[src/rtc_alarm_consts.vh]
`ifndef RTC_ALARM_CONSTS_VH
`define RTC_ALARM_CONSTS_VH

// serial slave select for the clock/control space
`define CCR_DEV_ADDR 7'h6F

// clock/control byte addresses
`define ADR_ALARM0_BASE 16'h0000
`define ADR_ALARM1_BASE 16'h0008
`define ADR_ALARM_LAST 16'h000F
`define ADR_PROTECT 16'h0010
`define ADR_ATRIM 16'h0012
`define ADR_DTRIM 16'h0013
`define ADR_POWER 16'h0014
`define ADR_TIME_SEC 16'h0030
`define ADR_TIME_MIN 16'h0031
`define ADR_TIME_HOUR 16'h0032
`define ADR_TIME_DATE 16'h0033
`define ADR_TIME_MONTH 16'h0034
`define ADR_TIME_YEAR 16'h0035
`define ADR_TIME_DOW 16'h0036
`define ADR_STATUS 16'h003F

// alarm byte index inside a bank
`define AL_SEC 3'h0
`define AL_MIN 3'h1
`define AL_HOUR 3'h2
`define AL_DATE 3'h3
`define AL_MONTH 3'h4
`define AL_YEAR 3'h5
`define AL_DOW 3'h6
`define AL_ENABLE_BIT 7

// field positions
`define PROT_SEL_MSB 7
`define PROT_SEL_LSB 5
`define PROT_KEEP_LSB 3
`define ATRIM_MSB 5
`define DTRIM_SIGN 2
`define DTRIM_10PPM 1
`define DTRIM_20PPM 0
`define POWER_SERIAL_OFF 7
`define POWER_SWITCHOVER 6
`define POWER_THR_MSB 2
`define ST_BATTERY 7
`define ST_FLAG_B 6
`define ST_FLAG_A 5

// reset values
`define PROTECT_RESET 5'h03
`define ATRIM_RESET 6'h00
`define DTRIM_RESET 3'h0
`define THR_RESET 3'h0
`define ALARM_RESET 8'h00

// supply monitor codes
`define THR_LEVEL_LAST 3'h4

// digital trim averaging
`define TRIM_STEP_PPM 7'h0A
`define TRIM_DOUBLE_PPM 7'h14
`define OSC_COUNTS_PER_SEC 16'h8000
`define PPM_SCALE 21'h0F4240

`endif

[src/alarm_bank_match.v]
`timescale 1ns/1ps
// one alarm bank compared against the running time; year is never a field
module alarm_bank_match #(
  parameter FIELDS = 6
) (
  input wire [8*FIELDS-1:0] alarm_bytes,
  input wire [8*FIELDS-1:0] time_bytes,
  output reg match
);
  integer i;
  reg any_enabled;
  reg all_equal;

  always @* begin
    any_enabled = 1'b0;
    all_equal = 1'b1;
    for (i = 0; i < FIELDS; i = i + 1) begin
      if (alarm_bytes[8*i+7]) begin
        any_enabled = 1'b1;
        if (alarm_bytes[8*i +: 7] != time_bytes[8*i +: 7]) begin
          all_equal = 1'b0;
        end
      end
    end
    // an all-disabled bank would otherwise match every second
    match = any_enabled & all_equal;
  end
endmodule // alarm_bank_match

[src/rtc_alarm_ctrl.v]
// Contract
// - each alarm byte mirrors its time byte; MSB one enables that field.
// - no year field takes part in the alarm comparison.
// - alarm fires when all enabled fields equal the running time.
// - any non-empty subset of fields may be enabled for a match.
// - protect, trim and power settings survive loss of power.
// - array writes inside the protected region are silently dropped.
// - protect selector codes 1 to 7 map to six protected address ranges; 3 and 7 both lock all.
// - six-bit analog code sets both load capacitors; zero gives 12.5pF.
// - digital trim changes oscillator counts per second, averaged.
// - digital trim top bit is sign: zero positive, one negative.
// - trim bit one adds 10ppm, bit zero adds 20ppm.
// - serial-off bit one disables the serial bus on battery.
// - switchover bit zero standard, one legacy; default per variant.
// - threshold selector picks supply monitor level, 4.64V down to 2.63V.
// - threshold selector writes are never write protected.
// - supply below selected level puts device in reset, bus silent.
// - on battery, reset stays low until main supply returns.
// - an alarm match sets that bank's status flag.
// - both alarm flags clear at eighth clock fall of status read.
`timescale 1ns/1ps
`include "rtc_alarm_consts.vh"
module rtc_alarm_ctrl #(
  parameter SWITCHOVER_DEFAULT = 1'b1,
  parameter ARRAY_AW = 9
) (
  input wire clk,
  input wire rst,
  input wire ce,
  input wire scl_in,
  input wire sda_in,
  output reg sda_out,
  output reg sda_oe,
  input wire [7:0] time_sec,
  input wire [7:0] time_min,
  input wire [7:0] time_hour,
  input wire [7:0] time_date,
  input wire [7:0] time_month,
  input wire [7:0] time_year,
  input wire [7:0] time_dow,
  input wire sec_tick,
  input wire battery_mode,
  input wire [4:0] supply_above,
  input wire array_wr_req,
  input wire [ARRAY_AW-1:0] array_wr_addr,
  output reg array_wr_grant,
  output reg alarm_flag_a,
  output reg alarm_flag_b,
  output reg [2:0] protect_sel,
  output reg [5:0] analog_trim_code,
  output reg [5:0] load_cap_code,
  output reg [2:0] digital_trim,
  output reg [15:0] second_length,
  output reg serial_off_in_backup,
  output reg switchover_mode_sel,
  output reg [2:0] supply_monitor_level,
  output reg reset_out_n,
  output reg serial_active
);
  localparam ST_IDLE = 3'h0;
  localparam ST_DEV = 3'h1;
  localparam ST_ADDR_HI = 3'h2;
  localparam ST_ADDR_LO = 3'h3;
  localparam ST_WRITE = 3'h4;
  localparam ST_READ = 3'h5;

  // pin synchronisers
  reg scl_s1, scl_s2, scl_d;
  reg sda_s1, sda_s2, sda_d;
  reg bat_s1, bat_s2;
  reg [4:0] sup_s1, sup_s2;

  reg [7:0] alarm_mem [0:15];
  reg [1:0] protect_keep;
  reg [2:0] state;
  reg [3:0] bit_cnt;
  reg [7:0] shift;
  reg [7:0] tx;
  reg [15:0] addr;
  reg reset_hold;
  reg [20:0] trim_acc;
  reg status_clear;
  integer k;
  // protect byte reset packs {selector, keep bits}
  wire [4:0] protect_reset = `PROTECT_RESET;

  wire scl_rise = scl_s2 & ~scl_d;
  wire scl_fall = ~scl_s2 & scl_d;
  wire bus_start = scl_s2 & scl_d & sda_d & ~sda_s2;
  wire bus_stop = scl_s2 & scl_d & ~sda_d & sda_s2;

  // reserved codes fall back to the top level rather than a new one
  reg below_level;
  always @* begin
    case (supply_monitor_level)
      3'h0: below_level = ~sup_s2[0];
      3'h1: below_level = ~sup_s2[1];
      3'h2: below_level = ~sup_s2[2];
      3'h3: below_level = ~sup_s2[3];
      3'h4: below_level = ~sup_s2[4];
      default: below_level = ~sup_s2[0];
    endcase
  end

  wire lvr_active = below_level | reset_hold;
  wire bus_on = ~lvr_active & ~(bat_s2 & serial_off_in_backup);

  // protected range check for the array
  reg in_protected;
  always @* begin
    case (protect_sel)
      3'h1: in_protected = (array_wr_addr >= 9'h180);
      3'h2: in_protected = (array_wr_addr >= 9'h100);
      3'h3: in_protected = 1'b1;
      3'h4: in_protected = (array_wr_addr <= 9'h03F);
      3'h5: in_protected = (array_wr_addr <= 9'h07F);
      3'h6: in_protected = (array_wr_addr <= 9'h0FF);
      3'h7: in_protected = 1'b1;
      default: in_protected = 1'b0;
    endcase
  end

  // alarm comparison, year byte left out of both banks
  wire [47:0] time_bytes = {time_dow, time_month, time_date, time_hour, time_min, time_sec};
  wire [47:0] bank_a = {alarm_mem[6], alarm_mem[4], alarm_mem[3],
                        alarm_mem[2], alarm_mem[1], alarm_mem[0]};
  wire [47:0] bank_b = {alarm_mem[14], alarm_mem[12], alarm_mem[11],
                        alarm_mem[10], alarm_mem[9], alarm_mem[8]};
  wire match_a;
  wire match_b;

  alarm_bank_match #(
    .FIELDS(6)
  ) u_bank_a (
    .alarm_bytes(bank_a),
    .time_bytes(time_bytes),
    .match(match_a)
  );

  alarm_bank_match #(
    .FIELDS(6)
  ) u_bank_b (
    .alarm_bytes(bank_b),
    .time_bytes(time_bytes),
    .match(match_b)
  );

  // read data mux
  reg [7:0] rd_data;
  always @* begin
    rd_data = 8'h00;
    if (addr <= `ADR_ALARM_LAST) begin
      if (addr[2:0] != `AL_YEAR) begin
        rd_data = alarm_mem[addr[3:0]];
      end
    end else begin
      case (addr)
        `ADR_PROTECT: rd_data = {protect_sel, protect_keep, 3'h0};
        `ADR_ATRIM: rd_data = {2'h0, analog_trim_code};
        `ADR_DTRIM: rd_data = {5'h00, digital_trim};
        `ADR_POWER: rd_data = {serial_off_in_backup, switchover_mode_sel, 3'h0,
                               supply_monitor_level};
        `ADR_TIME_SEC: rd_data = time_sec;
        `ADR_TIME_MIN: rd_data = time_min;
        `ADR_TIME_HOUR: rd_data = time_hour;
        `ADR_TIME_DATE: rd_data = time_date;
        `ADR_TIME_MONTH: rd_data = time_month;
        `ADR_TIME_YEAR: rd_data = time_year;
        `ADR_TIME_DOW: rd_data = time_dow;
        `ADR_STATUS: rd_data = {bat_s2, alarm_flag_b, alarm_flag_a, 5'h00};
        default: rd_data = 8'h00;
      endcase
    end
  end

  // digital trim magnitude in ppm
  wire [6:0] trim_ppm = (digital_trim[`DTRIM_10PPM] ? `TRIM_STEP_PPM : 7'h00) +
                        (digital_trim[`DTRIM_20PPM] ? `TRIM_DOUBLE_PPM : 7'h00);
  // magnitude never exceeds 30, so six bits carry it without loss
  wire [20:0] trim_sum = trim_acc + {trim_ppm[5:0], 15'h0000};

  always @(posedge clk) begin
    if (rst) begin
      scl_s1 <= 1'b1;
      scl_s2 <= 1'b1;
      scl_d <= 1'b1;
      sda_s1 <= 1'b1;
      sda_s2 <= 1'b1;
      sda_d <= 1'b1;
      bat_s1 <= 1'b0;
      bat_s2 <= 1'b0;
      sup_s1 <= 5'h1F;
      sup_s2 <= 5'h1F;
    end else if (ce) begin
      scl_s1 <= scl_in;
      scl_s2 <= scl_s1;
      scl_d <= scl_s2;
      sda_s1 <= sda_in;
      sda_s2 <= sda_s1;
      sda_d <= sda_s2;
      bat_s1 <= battery_mode;
      bat_s2 <= bat_s1;
      sup_s1 <= supply_above;
      sup_s2 <= sup_s1;
    end
  end

  // rst stands for first power-up only; the supply monitor reset leaves these alone
  always @(posedge clk) begin
    if (rst) begin
      for (k = 0; k < 16; k = k + 1) begin
        alarm_mem[k] <= `ALARM_RESET;
      end
      protect_sel <= protect_reset[4:2];
      protect_keep <= protect_reset[1:0];
      analog_trim_code <= `ATRIM_RESET;
      digital_trim <= `DTRIM_RESET;
      serial_off_in_backup <= 1'b0;
      switchover_mode_sel <= SWITCHOVER_DEFAULT;
      supply_monitor_level <= `THR_RESET;
    end else if (ce && bus_on && scl_fall && bit_cnt == 4'h8 && state == ST_WRITE) begin
      if (addr <= `ADR_ALARM_LAST) begin
        if (addr[2:0] != `AL_YEAR) begin
          alarm_mem[addr[3:0]] <= shift;
        end
      end else begin
        case (addr)
          `ADR_PROTECT: begin
            protect_sel <= shift[`PROT_SEL_MSB:`PROT_SEL_LSB];
            protect_keep <= shift[`PROT_SEL_LSB-1:`PROT_KEEP_LSB];
          end
          `ADR_ATRIM: analog_trim_code <= shift[`ATRIM_MSB:0];
          `ADR_DTRIM: digital_trim <= shift[`DTRIM_SIGN:0];
          `ADR_POWER: begin
            serial_off_in_backup <= shift[`POWER_SERIAL_OFF];
            switchover_mode_sel <= shift[`POWER_SWITCHOVER];
            supply_monitor_level <= shift[`POWER_THR_MSB:0];
          end
          default: ;
        endcase
      end
    end
  end

  // serial slave
  always @(posedge clk) begin
    if (rst) begin
      state <= ST_IDLE;
      bit_cnt <= 4'h0;
      shift <= 8'h00;
      tx <= 8'hFF;
      addr <= 16'h0000;
      sda_out <= 1'b0;
      sda_oe <= 1'b0;
      status_clear <= 1'b0;
    end else if (ce) begin
      status_clear <= 1'b0;
      if (!bus_on) begin
        state <= ST_IDLE;
        bit_cnt <= 4'h0;
        sda_oe <= 1'b0;
      end else if (bus_start) begin
        state <= ST_DEV;
        bit_cnt <= 4'h0;
        sda_oe <= 1'b0;
      end else if (bus_stop) begin
        state <= ST_IDLE;
        bit_cnt <= 4'h0;
        sda_oe <= 1'b0;
      end else if (state != ST_IDLE && scl_rise) begin
        if (bit_cnt < 4'h8) begin
          shift <= {shift[6:0], sda_s2};
          bit_cnt <= bit_cnt + 4'h1;
        end else if (bit_cnt == 4'h9 && state == ST_READ && sda_s2) begin
          // master declined more data; wait for stop
          state <= ST_IDLE;
          bit_cnt <= 4'h0;
        end
      end else if (state != ST_IDLE && scl_fall) begin
        if (bit_cnt == 4'h8) begin
          bit_cnt <= 4'h9;
          case (state)
            ST_DEV: begin
              if (shift[7:1] == `CCR_DEV_ADDR) begin
                sda_oe <= 1'b1;
                state <= shift[0] ? ST_READ : ST_ADDR_HI;
              end else begin
                state <= ST_IDLE;
                bit_cnt <= 4'h0;
              end
            end
            ST_ADDR_HI: begin
              addr[15:8] <= shift;
              sda_oe <= 1'b1;
              state <= ST_ADDR_LO;
            end
            ST_ADDR_LO: begin
              addr[7:0] <= shift;
              sda_oe <= 1'b1;
              state <= ST_WRITE;
            end
            ST_WRITE: begin
              addr <= addr + 16'h0001;
              sda_oe <= 1'b1;
            end
            ST_READ: begin
              sda_oe <= 1'b0;
              addr <= addr + 16'h0001;
              status_clear <= (addr == `ADR_STATUS);
            end
            default: state <= ST_IDLE;
          endcase
        end else if (bit_cnt == 4'h9) begin
          bit_cnt <= 4'h0;
          if (state == ST_READ) begin
            tx <= rd_data;
            sda_oe <= ~rd_data[7];
          end else begin
            sda_oe <= 1'b0;
          end
        end else if (state == ST_READ && bit_cnt != 4'h0) begin
          tx <= {tx[6:0], 1'b1};
          sda_oe <= ~tx[6];
        end
      end
    end
  end

  // alarm flags, supply monitor and trim outputs
  always @(posedge clk) begin
    if (rst) begin
      alarm_flag_a <= 1'b0;
      alarm_flag_b <= 1'b0;
      reset_hold <= 1'b0;
      reset_out_n <= 1'b1;
      serial_active <= 1'b0;
      array_wr_grant <= 1'b0;
      trim_acc <= 21'h000000;
      second_length <= `OSC_COUNTS_PER_SEC;
      load_cap_code <= 6'h20;
    end else if (ce) begin
      // a match in the clearing cycle keeps its flag
      if (sec_tick && match_a) begin
        alarm_flag_a <= 1'b1;
      end else if (status_clear) begin
        alarm_flag_a <= 1'b0;
      end
      if (sec_tick && match_b) begin
        alarm_flag_b <= 1'b1;
      end else if (status_clear) begin
        alarm_flag_b <= 1'b0;
      end
      if (!bat_s2) begin
        reset_hold <= 1'b0;
      end else if (below_level) begin
        reset_hold <= 1'b1;
      end
      reset_out_n <= ~lvr_active;
      serial_active <= bus_on;
      array_wr_grant <= array_wr_req & ~in_protected;
      load_cap_code <= {~analog_trim_code[`ATRIM_MSB], analog_trim_code[`ATRIM_MSB-1:0]};
      if (sec_tick) begin
        // one extra or missing count whenever the ppm residue passes a whole count
        if (trim_sum >= `PPM_SCALE) begin
          trim_acc <= trim_sum - `PPM_SCALE;
          second_length <= digital_trim[`DTRIM_SIGN] ? `OSC_COUNTS_PER_SEC + 16'h0001 :
                           `OSC_COUNTS_PER_SEC - 16'h0001;
        end else begin
          trim_acc <= trim_sum;
          second_length <= `OSC_COUNTS_PER_SEC;
        end
      end
    end
  end
endmodule // rtc_alarm_ctrl

[config.mk]
export PLATFORM = sky130hd
export DESIGN_NAME = rtc_alarm_ctrl
export DESIGN_NICKNAME = d
export VERILOG_FILES = /design/src/alarm_bank_match.v /design/src/rtc_alarm_ctrl.v
export VERILOG_INCLUDE_DIRS = /design/src
export SDC_FILE = /design/constraint.sdc
export NUM_CORES = 1
export LEC_CHECK = 0
export ABC_AREA = 1
export BUFFER_PORTS_ARGS = -buffer_cell sky130_fd_sc_hd__buf_2
export CELL_PAD_IN_SITES_DETAIL_PLACEMENT = 1
export CELL_PAD_IN_SITES_GLOBAL_PLACEMENT = 1
export CORE_MARGIN = 2
export CORE_UTILIZATION = 31
export CTS_BUF_LIST = sky130_fd_sc_hd__clkbuf_16
export DETAILED_ROUTE_END_ITERATION = 10
export PLACE_DENSITY_LB_ADDON = 0.1
export SYNTH_ARGS = -nofsm -noshare
export SYNTH_HDL_FRONTEND = slang
export SYNTH_HIERARCHICAL = 1
export SYNTH_SLANG_ARGS = --single-unit
[constraint.sdc]
create_clock -name clk -period 6.35 [get_ports clk]
set_clock_uncertainty 0.2 [all_clocks]
set_input_delay 1.27 -clock clk [delete_from_list [all_inputs] [get_ports clk]]
set_output_delay 1.27 -clock clk [all_outputs]
set_load 0.005 [all_outputs]
# After elaboration in Yosys (flattened, before gate mapping)
# Memory sizes are Yosys's and may differ from the RTL's. A register that Yosys moved wholly into a read port is not among the register bits.
# Cells that the tools add are included.
# W data, S select, Z words.
totals:
  register_bits: 126
  mem_bits_rw: 128
  in_bits: 78
  output_inout_bits: 46
  word_cells: 284
  memories: 1
mem_list:
  columns: ["memory", "words", "word_bits", "read_ports", "rd_ports_with_merged_regs", "wr", "line_no", "text"]
  rows:
  - ["alarm_mem", 16, 8, 13, 1, 16, "rtc_alarm_ctrl.v:73", "reg [7:0] alarm_mem [0:15];"]
op_classes:
  addsub: 5
  order_cmp: 8
  n_eq_ne: 58
  muxes: 108
  bitwise: 33
  reduce_logical: 37
op_table:
  columns: ["operator", "n"]
  rows:
  - ["$eq A16 B6 Y1 const B", 8]
  - ["$pmux W8 S12", 1]
  - ["$ne A7 B7 Y1", 12]
  - ["$mux W1", 66]
  - ["$eq A16 B5 Y1 const B", 4]
  - ["$mux W4", 15]
  - ["$mux W16", 2]
  - ["$pmux W8 S2", 2]
  - ["$mux W3", 10]
  - ["$mux W8", 3]
  - ["$add A21 B21 Y21", 1]
  - ["$eq A3 B3 Y1 const B", 7]
  - ["$ge A21 B20 Y1 const B", 1]
  - ["$mux W21", 1]
  - ["$mux W7", 3]
  - ["$sub A21 B20 Y21 const B", 1]
  - ["$not A1 Y1", 20]
  - ["$eq A3 B2 Y1 const B", 6]
  - ["$ge A9 B9 Y1 const B", 2]
  - ["$reduce_and A6 Y1", 3]
  - ["$add A16 B1 Y16 const B", 1]
  - ["$le A16 B4 Y1 const B", 1]
  - ["$reduce_and A8 Y1", 2]
  - ["$and A1 B1 Y1", 12]
  - ["other kinds (37)", 65]

# Logic depth before layout (Yosys ltp)
# Gate-level depths: netlist of run 1.
# An unclocked memory read counts as a cell.
depth:
  ltp_word: 18
  ltp_mapped: 15
  ltp_nobuf: 15

# By module
# Netlist of run 1, hierarchy kept.
modules_own_cells:
  columns: ["mod", "instances", "cells_per_inst", "area_per_inst_um2", "seq_area_each_um2"]
  rows:
  - ["rtc_alarm_ctrl", 1, 1616, 12414.4, 6065.8]
  - ["alarm_bank_match", 2, 182, 818.3, 0.0]

# Worst setup path before layout of run 1
# Ideal clock, no wire load.
synth_path:
  path_kind: "input-to-reg"
  startpoint: "in ce"
  endpoint: "mem alarm_mem[10][0], enable pin"
  setup_time_ps: 329
  t_arrival_ps: 2269
  required_time_ps: 5821
  slack_ps: 3552
  cell_stages: 6
  path_buffers: 0
  cell_sequence: "nand4_1 nor2_4 nand2_4 nor2_8 nand2_4 nand2_1"
synth_rtl:
  columns: ["element", "line_no", "text"]
  rows:
  - ["start, declared", "rtc_alarm_ctrl.v:29", "input wire ce,"]
  - ["end, declared", "rtc_alarm_ctrl.v:73", null]

# Final worst setup path of run 1
layout_path:
  startpoint: "reg digital_trim[1]"
  endpoint: "reg trim_acc[13]"
layout_between:
  elab_chain_len: 5
layout_rtl:
  columns: ["element", "line_no", "text"]
  rows:
  - ["start, declared", "rtc_alarm_ctrl.v:52", "output reg [2:0] digital_trim,"]
  - ["start signal, assigned", "rtc_alarm_ctrl.v:217", "digital_trim <= `DTRIM_RESET;"]
  - ["start signal, assigned", "rtc_alarm_ctrl.v:233", "`ADR_DTRIM: digital_trim <= shift[`DTRIM_SIGN:0];"]
  - ["$mux W4", "rtc_alarm_ctrl.v:177", "wire [6:0] trim_ppm = (digital_trim[`DTRIM_10PPM] ? `TRIM_STEP_PPM : 7'h00) +"]
  - ["$add A4 B5 Y6", "rtc_alarm_ctrl.v:177", null]
  - ["$add A21 B21 Y21", "rtc_alarm_ctrl.v:180", "wire [20:0] trim_sum = trim_acc + {trim_ppm[5:0], 15'h0000};"]
  - ["$ge A21 B20 Y1 (no line)", null, null]
  - ["$mux W21", "rtc_alarm_ctrl.v:364", "if (trim_sum >= `PPM_SCALE) begin"]
  - ["end signal, assigned", "rtc_alarm_ctrl.v:365", "trim_acc <= trim_sum - `PPM_SCALE;"]
  - ["end signal, assigned", "rtc_alarm_ctrl.v:369", "trim_acc <= trim_sum;"]
  - ["end, declared", "rtc_alarm_ctrl.v:81", "reg [20:0] trim_acc;"]
# No other way between the ends.
# A chain may end at the register's enable or synchronous reset.

==> impl_summary.md, run 1 <==
Synthesis
The simple logic cell fraction of the synthesized area is between 30% and 40%. Counting flops and latches in the post-synthesis netlist gives 239. Summing every instance area after synthesis gives 0.0141 mm^2. The fraction of the yosys area taken by sequential cells is 43.2%. The post-synthesis mux area share is 0%. The number of enable flip-flop cells after synthesis is 128. The number of warning messages in the yosys log is 6.

The fraction of the mapped netlist area in adder cells is 1.30%. Averaged over all synthesized cells, the footprint is just over 7 um^2. Of all flip-flops after synthesis, the portion carrying an async set or reset was 0%. The number of unique standard cell types used by synthesis is 48. The xor/xnor share of the synthesized area is under 10%. In the synthesized netlist, the number of instances is 1,980. The most used flip-flop cell after synthesis is sky130_fd_sc_hd__edfxtp_1. The synthesized netlist devotes 10.8% of its cell area to compound gates.

The combinational family with the most area after synthesis is simple AND/OR/NAND/NOR gates.

Drt
The average wire length per cell after detail routing is 20.4 um. The detailed-route DRC error count is 0. The first-iteration detailed-routing DRC count is 718. The number of detailed-routing iterations run before antenna repair is 5. The number of nets with antenna violations after routing is 0. The total via count after detailed routing is 13,300.

The mean number of vias per cell is a little under 5. The wire length after detailed routing is 54,900 um.

Run
The count of maximum capacitance violations is 0.

Floorplan
The area inside the core boundary is 0.0451 mm^2. The die boundary height is between 200 and 250 um. In this run the core area contains 78 standard-cell rows. The initial cell density of the core is between 30% and 40%. The overall die area is 0.0470 mm^2. The number of top-level design ports is 124. The die outline width is 217 um.

Critical path
At the worst endpoint, the required time is 6.66 ns. Along the worst path, the maximum fanout reaches 16. The cell type with the highest occurrence count on the critical path is sky130_fd_sc_hd__nand2_1. The data arrival at the endpoint of the critical path is 3.92 ns. The critical path startpoint category is a register. The largest incremental delay on the critical path is 0.50 ns. The kind of end point of the critical path is a register. The cell with the largest stage delay on the worst path is sky130_fd_sc_hd__fa_1. Walking the worst path, the cells encountered are ha_1 > inv_1 > fa_1 > nor2_1 > nand3_1 > nor2_1 > nand3_1 > nand2_1 > nand2_1 > nand2_1 > nand2_1 > or2_2 > a21oi_1.

The total buffers and inverters traversed by the critical path is 1. The cell family with the largest share of critical-path delay is simple AND/OR/NAND/NOR gates. The critical path in this run is classified as register to register.

Global route
For this run the aggregate overflow at the end of global routing stands at 0. Entering global routing, the biggest net connects 65 pins. The number of antenna violations at the first check in global routing is 0.

The global routing usage summed across all routing layers is 23.1%. The number of global-route vias before repair is 13,400. The first global-routing pass estimated 82,300 um of wire.

CTS
Clock-pin slew was measured on the worst setup and hold paths at approximately 0.060 ns. The CTS buffer count is 30. TritonCTS built the clock tree. The number of gates resized after CTS is 0. The number of hold buffers added after CTS was 0. The total setup buffers inserted after CTS is 0. CTS saw 239 sinks. CTS placed an instance of sky130_fd_sc_hd__clkbuf_16 at the clock tree root. In this run the deepest clock path goes through 3 buffers. The worst-skew pair later-pin latency is 0.59 ns.

In this run the number of H-tree levels came out at 1.

Pwr
The share of total power in sequential cells is 45.3%. Summed over all nets, the switching power comes to 0.000966 W. The clock network is responsible for 46.8% of the overall power. IR analysis of the VDD net gives a maximum drop of 213 uV.

Dividing total power by cell area gives a power density of 235 mW/mm^2. The total power is around 0.0038 W. The switching part of the total power is 25.5%. The portion of total power attributed to combinational logic is 8.0%. The cell-internal power is 0.00283 W. The static leakage is 7.28 nW.

Timing
Subtracting the final worst setup slack from the clock period gives approximately 3.6 ns. Static timing analysis puts the maximum clock frequency at 277 MHz. Setup slack closes at roughly 2.7 ns. The total count of hold-check failures in the final report came to 0. At the pin with the least slew margin, the transition time is ~1.2 ns. Dividing the final minimum period by the clock period gives 56.8%. The sum of negative setup slack is 0 ns.

Setup repair after global routing left no endpoint under its margin. The number of max-slew violations in the final report came to 0. In this run the tightest slew margin relative to its limit is 20.0%. Setup violations remaining at the end of the flow were counted as 0.

Worst hold path
The worst hold path belongs to the class register to register.

Finish
0 antenna diodes ended up in the layout. After the last flow step, the layout net total stands at roughly 2,200. Leaving out fill and tap cells, the most frequent cell in the layout is sky130_fd_sc_hd__nand2_1. Once layout is complete, the utilization of the core stands at about 36%. Fill cells in the final layout number between 5,000 and 6,000. The top cell types in the final layout, fill and taps aside, are sky130_fd_sc_hd__nand2_1, sky130_fd_sc_hd__nor2_1, sky130_fd_sc_hd__inv_1, sky130_fd_sc_hd__nand3_1, sky130_fd_sc_hd__edfxtp_1. The fraction of final layout cells with drive strength greater than 1 is 10.5%. The growth of design area from synthesis to finish is 15.0%.

Run status
The flow ran to the end, and the final reports show no timing, DRC or antenna violations.

Place
The count of buffers added on input and output ports is 116. The wire-length estimate of the detail-placed layout is 40,700 um. The congestion estimate from routability-driven global placement came to 0.916. The setup slack at placement is about 2.4 ns.
[state kept, by name, summed over array words and instances (netlist names), 2 cells and up, named ones only]
name	count
alarm_mem	128
addr	16
trim_acc	15
shift	8
tx	7
analog_trim_code	6
load_cap_code	6
sup_s1	5
sup_s2	5
bit_cnt	4
digital_trim	3
protect_sel	3
second_length	3
state	3
supply_monitor_level	3
protect_keep	2
[power by group through the flow]
stage	clock, W	combinational, W	sequential (W)
floorplan	0	0.000182	0.00174
global placement	0	0.000296	0.00175
detailed placement	0	0.000304	0.00175
CTS	0.00181	0.000306	0.00172
global route	0.00187	0.000340	0.00172
finish	0.00178	0.000302	0.00172
[Yosys cell counts (3+ instances only)]
cell type                  instances  area share (%)
sky130_fd_sc_hd__a21oi_1          81             2.9
sky130_fd_sc_hd__a31oi_1           7            0.31
sky130_fd_sc_hd__buf_1             5            0.13
sky130_fd_sc_hd__buf_2             8            0.28
sky130_fd_sc_hd__buf_4            16            0.85
sky130_fd_sc_hd__clkbuf_1         57             1.5
sky130_fd_sc_hd__clkinv_1          4            0.11
sky130_fd_sc_hd__dfxtp_1         111              16
sky130_fd_sc_hd__edfxtp_1        128              27
sky130_fd_sc_hd__ha_1             13             1.2
sky130_fd_sc_hd__inv_1           228             6.1
sky130_fd_sc_hd__inv_2             3           0.080
sky130_fd_sc_hd__nand2_1         490              13
sky130_fd_sc_hd__nand2_2           4            0.18
sky130_fd_sc_hd__nand2_4           9            0.72
sky130_fd_sc_hd__nand3_1         137             4.9
sky130_fd_sc_hd__nand3_2           3            0.21
sky130_fd_sc_hd__nand3b_1          4            0.21
sky130_fd_sc_hd__nand4_1          18            0.80
sky130_fd_sc_hd__nor2_1          370             9.9
sky130_fd_sc_hd__nor2_2            9            0.40
sky130_fd_sc_hd__nor2_4            4            0.32
sky130_fd_sc_hd__nor3_1           26            0.93
sky130_fd_sc_hd__o211ai_1         14            0.75
sky130_fd_sc_hd__o21a_1            8            0.43
sky130_fd_sc_hd__o21ai_0         125             4.5
sky130_fd_sc_hd__o22ai_1          22            0.98
sky130_fd_sc_hd__xnor2_1          21             1.3
sky130_fd_sc_hd__xor2_1           28             1.7
[logic make-up after synthesis]
kind of cell,after synthesis
AND/OR/NAND/NOR,1082
buffers and inverters,323
other,1
flip-flops,239
AO/OA/AOI/OAI,272
adder cells (fa/ha/maj),14
XOR/XNOR,49
[worst register-to-register path: cells and delay by family, from the launching register on]
family                     cells  cell delay, ns
AOI/OAI and AO/OA              1            0.15
adders and majority gates      2            0.75
DFF                            1            0.47
and+or+nand+nor                9            1.91
buffers and inverters          1            0.06
[stage by stage]
| stage | area (um^2) | hold slack, ns | std cells |
|---|---|---|---|
| detailed placement | 15100 | 0.247 | 2639 |
| CTS | 16200 | 0.265 | 2694 |
| global placement | 15100 | 0.242 | 2639 |
| floorplan | 14100 | 0.229 | 1996 |
| global route | 16200 | 0.290 | 2694 |
| finish | 16200 | 0.260 | 2694 |
[cell type report]
class	count	area, um^2	share of cell area (%)
inverter	237	917	5.68
clock inverter	25	259	1.60
clock buffer	30	751	4.65
sequential	239	6070	37.5
timing repair buffer	129	678	4.20
multi-input combinational	1434	6740	41.7
tap	600	751	4.65
[metal layers]
layer,share of wire (%),GRT usage [%],up-vias
met3,3.8,2.24,68
met5,0,0,-
met2,47,39.3,227
li1,-,-,6517
met4,2.0,4.93,0
met1,47,31.8,6484
[path summary, 6_finish.rpt]
check	end	depth (start not counted)	startpoint	slack [ns]
setup / recovery	trim_acc[13]	13	digital_trim[1]	2.74
hold / removal	sup_s1[1]	2	sup_s1[1]	0.26
setup reg to reg	trim_acc[13]	13	digital_trim[1]	2.74
hold reg to reg	sup_s1[1]	2	sup_s1[1]	0.26
Note: power is estimated with default switching activity, not from simulation.
==> inputs of run 2 (changes only) <==
==> constraint.sdc (replaced) <==
create_clock -name clk -period 3.7 [get_ports clk]
set_clock_uncertainty 0.2 [all_clocks]
set_input_delay 0.74 -clock clk [delete_from_list [all_inputs] [get_ports clk]]
set_output_delay 0.74 -clock clk [all_outputs]
set_load 0.005 [all_outputs]
==> run 2 against run 1 <==
Net effect:
- first-iteration DRC count rose by 39%
- count of clock-buffer cells in the layout decreased by 1
- routed wire length grew 0.55%
- non-clock buffer count increased by 12
- clock power increased by 59%
- cell count rose by 0.45%
- largest cell class unchanged
- critical path depth stayed put
- cell area grew 0.15%
- critical endpoint unchanged
==> impl_summary.md, run 2 (same netlist as run 1, synthesis figures left out) <==
Timing
The sum of negative setup slack is 0 ns (unchanged). The worst slew margin relative to its limit is 23.9% (was 20.0%). Unrepaired setup endpoints after global routing: false (unchanged). The timing-limited maximum frequency is 322 MHz (was 277 MHz). The number of max-slew violations in the final report came to 0 (unchanged).

The slew at the pin closest to its max-slew limit came to 1.14 ns (was 1.20 ns). The worst hold-check slack was 0.174 ns (was 0.260 ns). The setup violation total in the final timing report is 0 (unchanged).

The final critical-path share of the clock period is 84.0% (was 56.8%). The total count of hold-check failures in the final report came to 0 (unchanged). The final critical-path required period is 3.11 ns (was 3.61 ns).

CTS
The H-tree depth reported by CTS is 1 (unchanged). The worst-skew pair later-pin latency was 0.58 ns (was 0.59 ns). The cell chosen for the clock root is sky130_fd_sc_hd__clkbuf_16 (unchanged). The clock tree from TritonCTS is yes (unchanged). The count of clock tree sinks is 239 (unchanged). The worst-case clock buffer depth is 3 (unchanged). The number of gates resized after CTS was 0 (unchanged). The total setup buffers inserted after CTS was 0 (unchanged).

The number of hold-repair buffers added at the cts stage is 0 (unchanged). The CTS buffer count is 29 (was 30). The clock-pin slew reported for the worst setup and hold paths after clock tree synthesis is 0.06 ns (about the same).

Place
The global placer's final weighted congestion came to 0.873 (was 0.916). The detailed-placement wirelength estimate was 41,800 um (was 40,700 um). The post-place instance area came to 0.0153 mm^2 (was 0.0151 mm^2). The count of buffers inserted at the top-level ports is 116 (unchanged).

Global route
The peak-usage layer in the global routing report is met2 (unchanged). The number of global-route vias before repair came to 13,400 (about the same). The largest net degree at the start of global routing is 65 (unchanged). The met1 demand-to-capacity share in global routing is 31.9% (was 31.8%). The global routing usage summed across all routing layers is 23.2% (was 23.1%). The met3 demand-to-capacity share in global routing was 2.84% (was 2.24%).

The remaining global-route overflow came to 0 (unchanged). The number of antenna violations at the first check in global routing was 0 (unchanged). The global-route track usage on met2 is 37.5% (was 39.3%).

The wire length of the first global-routing pass is 82,300 um (about the same).

Floorplan
The die boundary height is 217 um (unchanged). The overall die area is 0.0470 mm^2 (unchanged). The area inside the core boundary is 0.0451 mm^2 (unchanged). The die outline width was 217 um (unchanged). The row count is 78 (unchanged). The number of top-level design ports is 124 (unchanged). The initial cell density of the core is 31.2% (unchanged).

Run status
Result of the run: finished, final reports clean (unchanged).

Critical path
The highest net fanout along the worst path is 16 (unchanged). The data arrival at the endpoint of the critical path is 3.42 ns (was 3.92 ns). The largest incremental delay on the critical path is 0.49 ns (was 0.50 ns). The cell type with the highest occurrence count on the critical path is sky130_fd_sc_hd__nand2_1 (unchanged). The depth of the worst register-to-register path was 13 (unchanged).

The required time reported for the critical path endpoint is 4.01 ns (was 6.66 ns). The critical setup path kind is register to register (unchanged). The critical path startpoint category is a register (unchanged).

The cell with the largest stage delay on the worst path is sky130_fd_sc_hd__fa_1 (unchanged). The kind of end point of the critical path is a register (unchanged). Cells along the critical path: ha_1 > inv_1 > fa_1 > nor2_1 > nand3_1 > nor2_1 > nand3_1 > nand2_1 > nand2_1 > nand2_1 > nand2_1 > or2_2 > a21oi_1 (unchanged).

Drt
The first-iteration detailed-routing DRC count came to 995 (was 718). The detailed-route DRC error count is 0 (unchanged). The total via count after detailed routing is 13,400 (was 13,300).

The mean number of vias per cell is 4.94 (about the same). The number of nets with antenna violations after routing is 0 (unchanged). The number of detailed-routing iterations run before antenna repair came to 5 (unchanged). The wire length after detailed routing is 55,200 um (was 54,900 um).

The average wire length per cell after detail routing is 20.4 um (about the same).

Pwr
The areal power density over the cells was 390 mW/mm^2 (was 235 mW/mm^2). The highest ir drop seen on vdd is 363 uV (was 213 uV). The total power came to 0.00630 W (was 0.00380 W). The static leakage is 7.33 nW (was 7.28 nW).

Finish
The growth of design area from synthesis to finish came to 15.2% (was 15.0%). The post-layout instance area came to 0.0162 mm^2 (about the same). Most frequent cells in the layout: sky130_fd_sc_hd__nand2_1, sky130_fd_sc_hd__nor2_1, sky130_fd_sc_hd__inv_1, sky130_fd_sc_hd__nand3_1, sky130_fd_sc_hd__edfxtp_1 (unchanged).

The final net count was 2,174 (was 2,163). The flip-flop count of the largest register after layout is 128 (unchanged). Registers with the highest flip-flop counts: alarm_mem x128, addr x16, trim_acc x15 (unchanged). The register bank with the most flops is alarm_mem (unchanged). The end-of-flow core utilization is 35.9% (was 35.8%). The fraction of final layout cells with drive strength greater than 1 came to 10.7% (was 10.5%).

The commonest non-fill, non-tap cell in the layout is sky130_fd_sc_hd__nand2_1 (unchanged).

Worst hold path
The number of instances on the worst hold path is 3 (was 2). The class of the tightest hold or removal check is input pin to register (was register to register).

Run
The count of maximum capacitance violations is 0 (unchanged).
-- run 2: changes by cell type in the layout (fill, tap and decap cells not counted) --
cell	change
sky130_fd_sc_hd__diode_2	+1
sky130_fd_sc_hd__inv_6	+2
sky130_fd_sc_hd__clkinv_2	+1
sky130_fd_sc_hd__clkinv_8	-1
sky130_fd_sc_hd__buf_4	+10
sky130_fd_sc_hd__buf_12	+2
sky130_fd_sc_hd__inv_1	+2
sky130_fd_sc_hd__clkbuf_16	-1
sky130_fd_sc_hd__clkinvlp_4	-4
sky130_fd_sc_hd__clkinv_1	+2
sky130_fd_sc_hd__bufinv_16	-2
-- run 2: routing by layer --
metal | wire [um] | up-vias | share of wire, %
li1 | - | 6525 | -
met1 | 25900 | 6498 | 47
met2 | 24800 | 267 | 45
met3 | 2400 | 84 | 4.4
met4 | 2000 | 0 | 3.6
met5 | 0 | - | 0
-- run 2: path summary, 6_finish.rpt --
| kind | end | slack [ns] | startpoint |
|---|---|---|---|
| max | trim_acc[13] | 0.59 | digital_trim[1] |
| min | sup_s1[3] | 0.17 | supply_above[3] |
| max reg2reg | trim_acc[13] | 0.59 | digital_trim[1] |
| min reg2reg | sup_s1[0] | 0.26 | sup_s1[0] |
-- run 2: final cells by class --
type                       instances  area (um^2)
clock inverter                    25          190
tap                              600          751
sequential                       239         6070
fill                            5776        28900
antenna                            1         2.50
multi-input combinational       1434         6740
clock buffer                      29          726
inverter                         237          917
timing repair buffer             141          793
-- run 2: metrics by stage --
stage / worst slack, ns / instances
final: 0.591 / 2706
after global routing: 0.272 / 2705
after CTS: 0.551 / 2705
after detailed placement: 0.594 / 2651
after global placement: 0.625 / 2651
after floorplan: 1.13 / 1996
-- run 2: worst max-delay path, delay by kind of cell, from the launching register on --
family,cells,cell delay [ns]
compound gates,1,0.14
fa+ha+maj,2,0.74
buf+inv,1,0.07
flops,1,0.44
simple gates,9,1.43
-- run 2: power breakdown --
part	leakage (nW)	switching (W)	internal [W]
sequential	2.20	0.0000653	0.00288
combinational	4.64	0.000364	0.000164
clock	0.481	0.00121	0.00162
total	7.33	0.00163	0.00467
==> inputs of run 3 (changes only) <==
--- a/config.mk
+++ b/config.mk
@@ -6,7 +6,7 @@
 export SDC_FILE = /design/constraint.sdc
 export NUM_CORES = 1
 export LEC_CHECK = 0
-export ABC_AREA = 1
+export ABC_AREA = 0
 export BUFFER_PORTS_ARGS = -buffer_cell sky130_fd_sc_hd__buf_2
 export CELL_PAD_IN_SITES_DETAIL_PLACEMENT = 1
 export CELL_PAD_IN_SITES_GLOBAL_PLACEMENT = 1
==> constraint.sdc (replaced) <==
create_clock -name clk -period 2.6 [get_ports clk]
set_clock_uncertainty 0.2 [all_clocks]
set_input_delay 0.52 -clock clk [delete_from_list [all_inputs] [get_ports clk]]
set_output_delay 0.52 -clock clk [all_outputs]
set_load 0.005 [all_outputs]
==> run 3 against run 2 <==
Net effect:
- the run now ends with setup timing left
- synthesized cell count is 34% lower
- sequential cell count did not move
- critical path depth decreased by 3
- die area down 4.0%
- maximum frequency is 12% higher
- via count down 12%
- critical path type unchanged
==> impl_summary.md, run 3 <==
Pwr
The switching part of the total power is 24.6% (was 25.9%). The clock share of power is 45.6% (was 44.9%). The cell-internal power is 0.00683 W (was 0.00467 W). The static leakage was 6.57 nW (was 7.33 nW). The share of total power in sequential cells was 46.7% (about the same). The switching component of the power is 0.00223 W (was 0.00163 W).

The portion of total power attributed to combinational logic was 7.7% (was 8.4%). The highest ir drop seen on vdd is 490 uV (was 363 uV). The areal power density over the cells came to 526 mW/mm^2 (was 390 mW/mm^2).

CTS
The cell chosen for the clock root was sky130_fd_sc_hd__clkbuf_16 (unchanged). The clock tree from TritonCTS is yes (unchanged). The CTS buffer count is 30 (was 29). The worst-skew pair later-pin latency came to 0.59 ns (was 0.58 ns). The clock-pin slew reported for the worst setup and hold paths after clock tree synthesis came to 0.06 ns (about the same). The count of clock tree sinks is 239 (unchanged). The worst-case clock buffer depth came to 3 (unchanged).

The H-tree depth reported by CTS came to 1 (unchanged).

Critical path
The largest incremental delay on the critical path is 0.43 ns (was 0.49 ns). The launch point of the worst path is digital_trim[1] (unchanged). The total buffers and inverters traversed by the critical path was 2 (was 1). The required time reported for the critical path endpoint is 2.91 ns (was 4.01 ns).

The data arrival at the endpoint of the critical path was 3.08 ns (was 3.42 ns). The critical setup path kind was register to register (unchanged). The critical path startpoint category is a register (unchanged). The kind of end point of the critical path is a register (unchanged). The cell with the largest stage delay on the worst path is sky130_fd_sc_hd__fa_2 (was sky130_fd_sc_hd__fa_1). The highest net fanout along the worst path is 8 (was 16). Cells along the critical path: ha_4 > inv_2 > fa_2 > nand2b_4 > or3_4 > mux2i_4 > a2bb2oi_4 > buf_6 > or4_1 > a21oi_1 (was ha_1 > inv_1 > fa_1 > nor2_1 > nand3_1 > nor2_1 > nand3_1 > nand2_1 > nand2_1 > nand2_1 > nand2_1 > or2_2 > a21oi_1). The cell family with the largest share of critical-path delay is simple AND/OR/NAND/NOR gates (unchanged). The startpoint of the lowest-slack register-to-register path was digital_trim[1] (unchanged).

Floorplan
The initial cell density of the core was 31.4% (was 31.2%). The die outline width was 213 um (was 217 um). The row count is 76 (was 78). The die boundary height is 213 um (was 217 um).

The number of top-level design ports is 124 (unchanged). The area inside the core boundary is 0.0430 mm^2 (was 0.0451 mm^2). The overall die area came to 0.0452 mm^2 (was 0.0470 mm^2).

Drt
The mean number of vias per cell is 5.45 (was 4.94). The total via count after detailed routing was 11,800 (was 13,400). The first-iteration detailed-routing DRC count is 1,048 (was 995). The number of detailed-routing iterations run before antenna repair is 8 (was 5).

The average wire length per cell after detail routing is 25.6 um (was 20.4 um). The wire length after detailed routing is 55,200 um (about the same). The number of nets with antenna violations after routing was 0 (unchanged).

The detailed-route DRC error count came to 0 (unchanged).

Timing
The worst slew margin relative to its limit is 50.2% (was 23.9%). The total count of hold-check failures in the final report was 0 (unchanged). The slew at the pin closest to its max-slew limit came to 0.746 ns (was 1.14 ns). The final critical-path share of the clock period is 107% (was 84.0%). The final critical-path required period is 2.77 ns (was 3.11 ns). The timing-limited maximum frequency was 361 MHz (was 322 MHz). The worst-case setup margin in the final layout came to -0.171 ns (was 0.591 ns).

Unrepaired setup endpoints after global routing: true (was false). The number of max-slew violations in the final report is 0 (unchanged). The setup violation total in the final timing report came to 9 (was 0).

Synthesis
The flip-flop and latch count after synthesis is 239 (unchanged). Commonest cells post-synth: sky130_fd_sc_hd__edfxtp_1, sky130_fd_sc_hd__dfxtp_1, sky130_fd_sc_hd__and2_1 (was sky130_fd_sc_hd__nand2_1, sky130_fd_sc_hd__nor2_1, sky130_fd_sc_hd__inv_1). The fraction of the yosys area taken by sequential cells was 45.0% (was 43.2%). The cell with the most instances after synthesis is sky130_fd_sc_hd__edfxtp_1 (was sky130_fd_sc_hd__nand2_1). The most used flip-flop cell after synthesis is sky130_fd_sc_hd__edfxtp_1 (unchanged).

Top post-synthesis cells by area: sky130_fd_sc_hd__edfxtp_1, sky130_fd_sc_hd__dfxtp_1, sky130_fd_sc_hd__mux4_2 (was sky130_fd_sc_hd__edfxtp_1, sky130_fd_sc_hd__dfxtp_1, sky130_fd_sc_hd__nand2_1). The post-synthesis cell type with the largest combined area is sky130_fd_sc_hd__edfxtp_1 (unchanged). The number of instances in the synthesized netlist is 1,312 (was 1,980). The number of warning messages in the yosys log is 6 (unchanged).

The synthesized area per cell is 10.3 um^2 (was 7.10 um^2). The number of enable flip-flop cells after synthesis was 128 (unchanged). The number of unique standard cell types used by synthesis is 84 (was 48).

The share of async-settable or async-resettable flops after synthesis is 0% (unchanged). The share of the synthesized area in the top cell type was 28.5% (was 27.4%). The total standard cell area after synthesis came to 0.0135 mm^2 (was 0.0141 mm^2).

Run status
Result of the run: finished, violations left (was finished, final reports clean). The checks that failed: setup timing.

Worst hold path
The startpoint of the lowest-slack hold path was array_wr_req (was supply_above[3]). The class of the tightest hold or removal check is input pin to register (unchanged).

Finish
The post-layout instance area is 0.0172 mm^2 (was 0.0162 mm^2). The commonest non-fill, non-tap cell in the layout is sky130_fd_sc_hd__buf_4 (was sky130_fd_sc_hd__nand2_1). Most frequent cells in the layout: sky130_fd_sc_hd__buf_4, sky130_fd_sc_hd__edfxtp_1, sky130_fd_sc_hd__buf_2, sky130_fd_sc_hd__dfxtp_1, sky130_fd_sc_hd__and2_1 (was sky130_fd_sc_hd__nand2_1, sky130_fd_sc_hd__nor2_1, sky130_fd_sc_hd__inv_1, sky130_fd_sc_hd__nand3_1, sky130_fd_sc_hd__edfxtp_1). The register bank with the most flops was alarm_mem (unchanged). The flip-flop count of the largest register after layout came to 128 (unchanged). The final net count is 1,644 (was 2,174).

Registers with the highest flip-flop counts: alarm_mem x128, addr x16, trim_acc x15 (unchanged). The growth of design area from synthesis to finish was 27.8% (was 15.2%). The fraction of final layout cells with drive strength greater than 1 is 29.3% (was 10.7%).

The end-of-flow core utilization is 40.1% (was 35.9%). The antenna diode count was 0 (was 1).

Global route
The global routing usage summed across all routing layers is 24.1% (was 23.2%). The global-route track usage on met2 is 37.0% (was 37.5%). The number of antenna violations at the first check in global routing is 2 (was 0). The peak-usage layer in the global routing report is met2 (unchanged). The wire length of the first global-routing pass is 79,200 um (was 82,300 um).

The number of global-route vias before repair came to 11,700 (was 13,400). The met3 demand-to-capacity share in global routing is 3.72% (was 2.84%). The remaining global-route overflow is 0 (unchanged).

The met1 demand-to-capacity share in global routing is 34.9% (was 31.9%). The largest net degree at the start of global routing is 38 (was 65).

Place
The detailed-placement wirelength estimate was 39,800 um (was 41,800 um). The global placer's final weighted congestion was 0.881 (was 0.873). The count of buffers inserted at the top-level ports is 116 (unchanged). The setup slack at placement is -0.220 ns (was 0.594 ns). The post-place instance area is 0.0157 mm^2 (was 0.0153 mm^2).

Run
The count of maximum capacitance violations is 0 (unchanged).
[run 3: cell types whose count changed in the layout (fill, tap and decap cells not counted), moves of 89 or more]
cell	before	now
sky130_fd_sc_hd__and2_1	0	96
sky130_fd_sc_hd__buf_4	23	167
sky130_fd_sc_hd__inv_1	234	26
sky130_fd_sc_hd__nand2_1	490	67
sky130_fd_sc_hd__nand3_1	137	24
sky130_fd_sc_hd__nor2_1	370	91
sky130_fd_sc_hd__o21ai_0	125	36
[run 3: what timing repair did]
action	CTS	global route
hold buffers	8	0
endpoints found under the setup margin	91	167
setup buffers	3	14
gates resized for setup	15	60
pin swaps	7	18
cloned	1	3
endpoints found under the hold margin	8	0
[run 3: worst reg2reg max path, delay by kind of cell, from the launching register on]
| family | cells | cell delay (ns) |
|---|---|---|
| adders and majority gates | 2 | 0.59 |
| AOI/OAI and AO/OA | 2 | 0.26 |
| muxes | 1 | 0.23 |
| buffers and inverters | 2 | 0.19 |
| and+or+nand+nor | 3 | 0.88 |
| DFF | 1 | 0.35 |
[run 3: logic make-up (layout without fill, tap and decap cells)]
family / count (synthesis) / in the layout / synth area share (%)
simple gates: 490 / 490 / 20.4
compound gates: 240 / 241 / 12.2
xor+xnor: 89 / 89 / 5.78
fa+ha+maj: 14 / 14 / 1.35
mux: 101 / 101 / 10.8
flops: 239 / 239 / 45.0
other cells: 1 / 17 / 0.0278
buf+inv: 138 / 385 / 4.54
[run 3: area by class of cell]
cell class | instances | area, um^2
fill | 4847 | 25700
multi-input combinational | 952 | 7190
sequential | 239 | 6080
timing repair buffer | 307 | 2190
clock buffer | 31 | 776
tap | 585 | 732
clock inverter | 25 | 185
inverter | 22 | 82.6
[run 3: final timing paths]
check	endpoint	slack (ns)	depth (start not counted)
min reg2reg	second_length[0]	0.26	2
max reg2reg	trim_acc[9]	-0.17	10
min	array_wr_grant	0.12	3
max	trim_acc[9]	-0.17	10
[run 3: per-layer routing]
layer / part of all wire [%] / wire (um) / vias to the layer above
li1: - / - / 5320
met1: 47 / 25700 / 5982
met2: 44 / 24400 / 370
met3: 6.2 / 3440 / 93
met4: 2.9 / 1590 / 4
met5: 0.056 / 31 / -
[run 3: power by group through the flow]
stage                     registers, W  clock network [W]  logic, W
final                          0.00423            0.00413  0.000699
after global routing           0.00424            0.00435  0.000745
after CTS                      0.00423            0.00421  0.000675
after detailed placement       0.00431                  0  0.000653
after global placement         0.00431                  0  0.000648
after floorplan                0.00425                  0  0.000363
[run 3: metrics by stage]
step | instances | total power (W) | TNS, ns | hold WS, ns
after floorplan | 1328 | 0.00461 | -0.118 | 0.237
after global placement | 2076 | 0.00495 | -2.84 | 0.242
after detailed placement | 2076 | 0.00496 | -9.51 | 0.256
after CTS | 2144 | 0.00912 | -0.993 | 0.123
after global routing | 2161 | 0.00934 | -2.60 | 0.114
final | 2161 | 0.00906 | -0.904 | 0.119
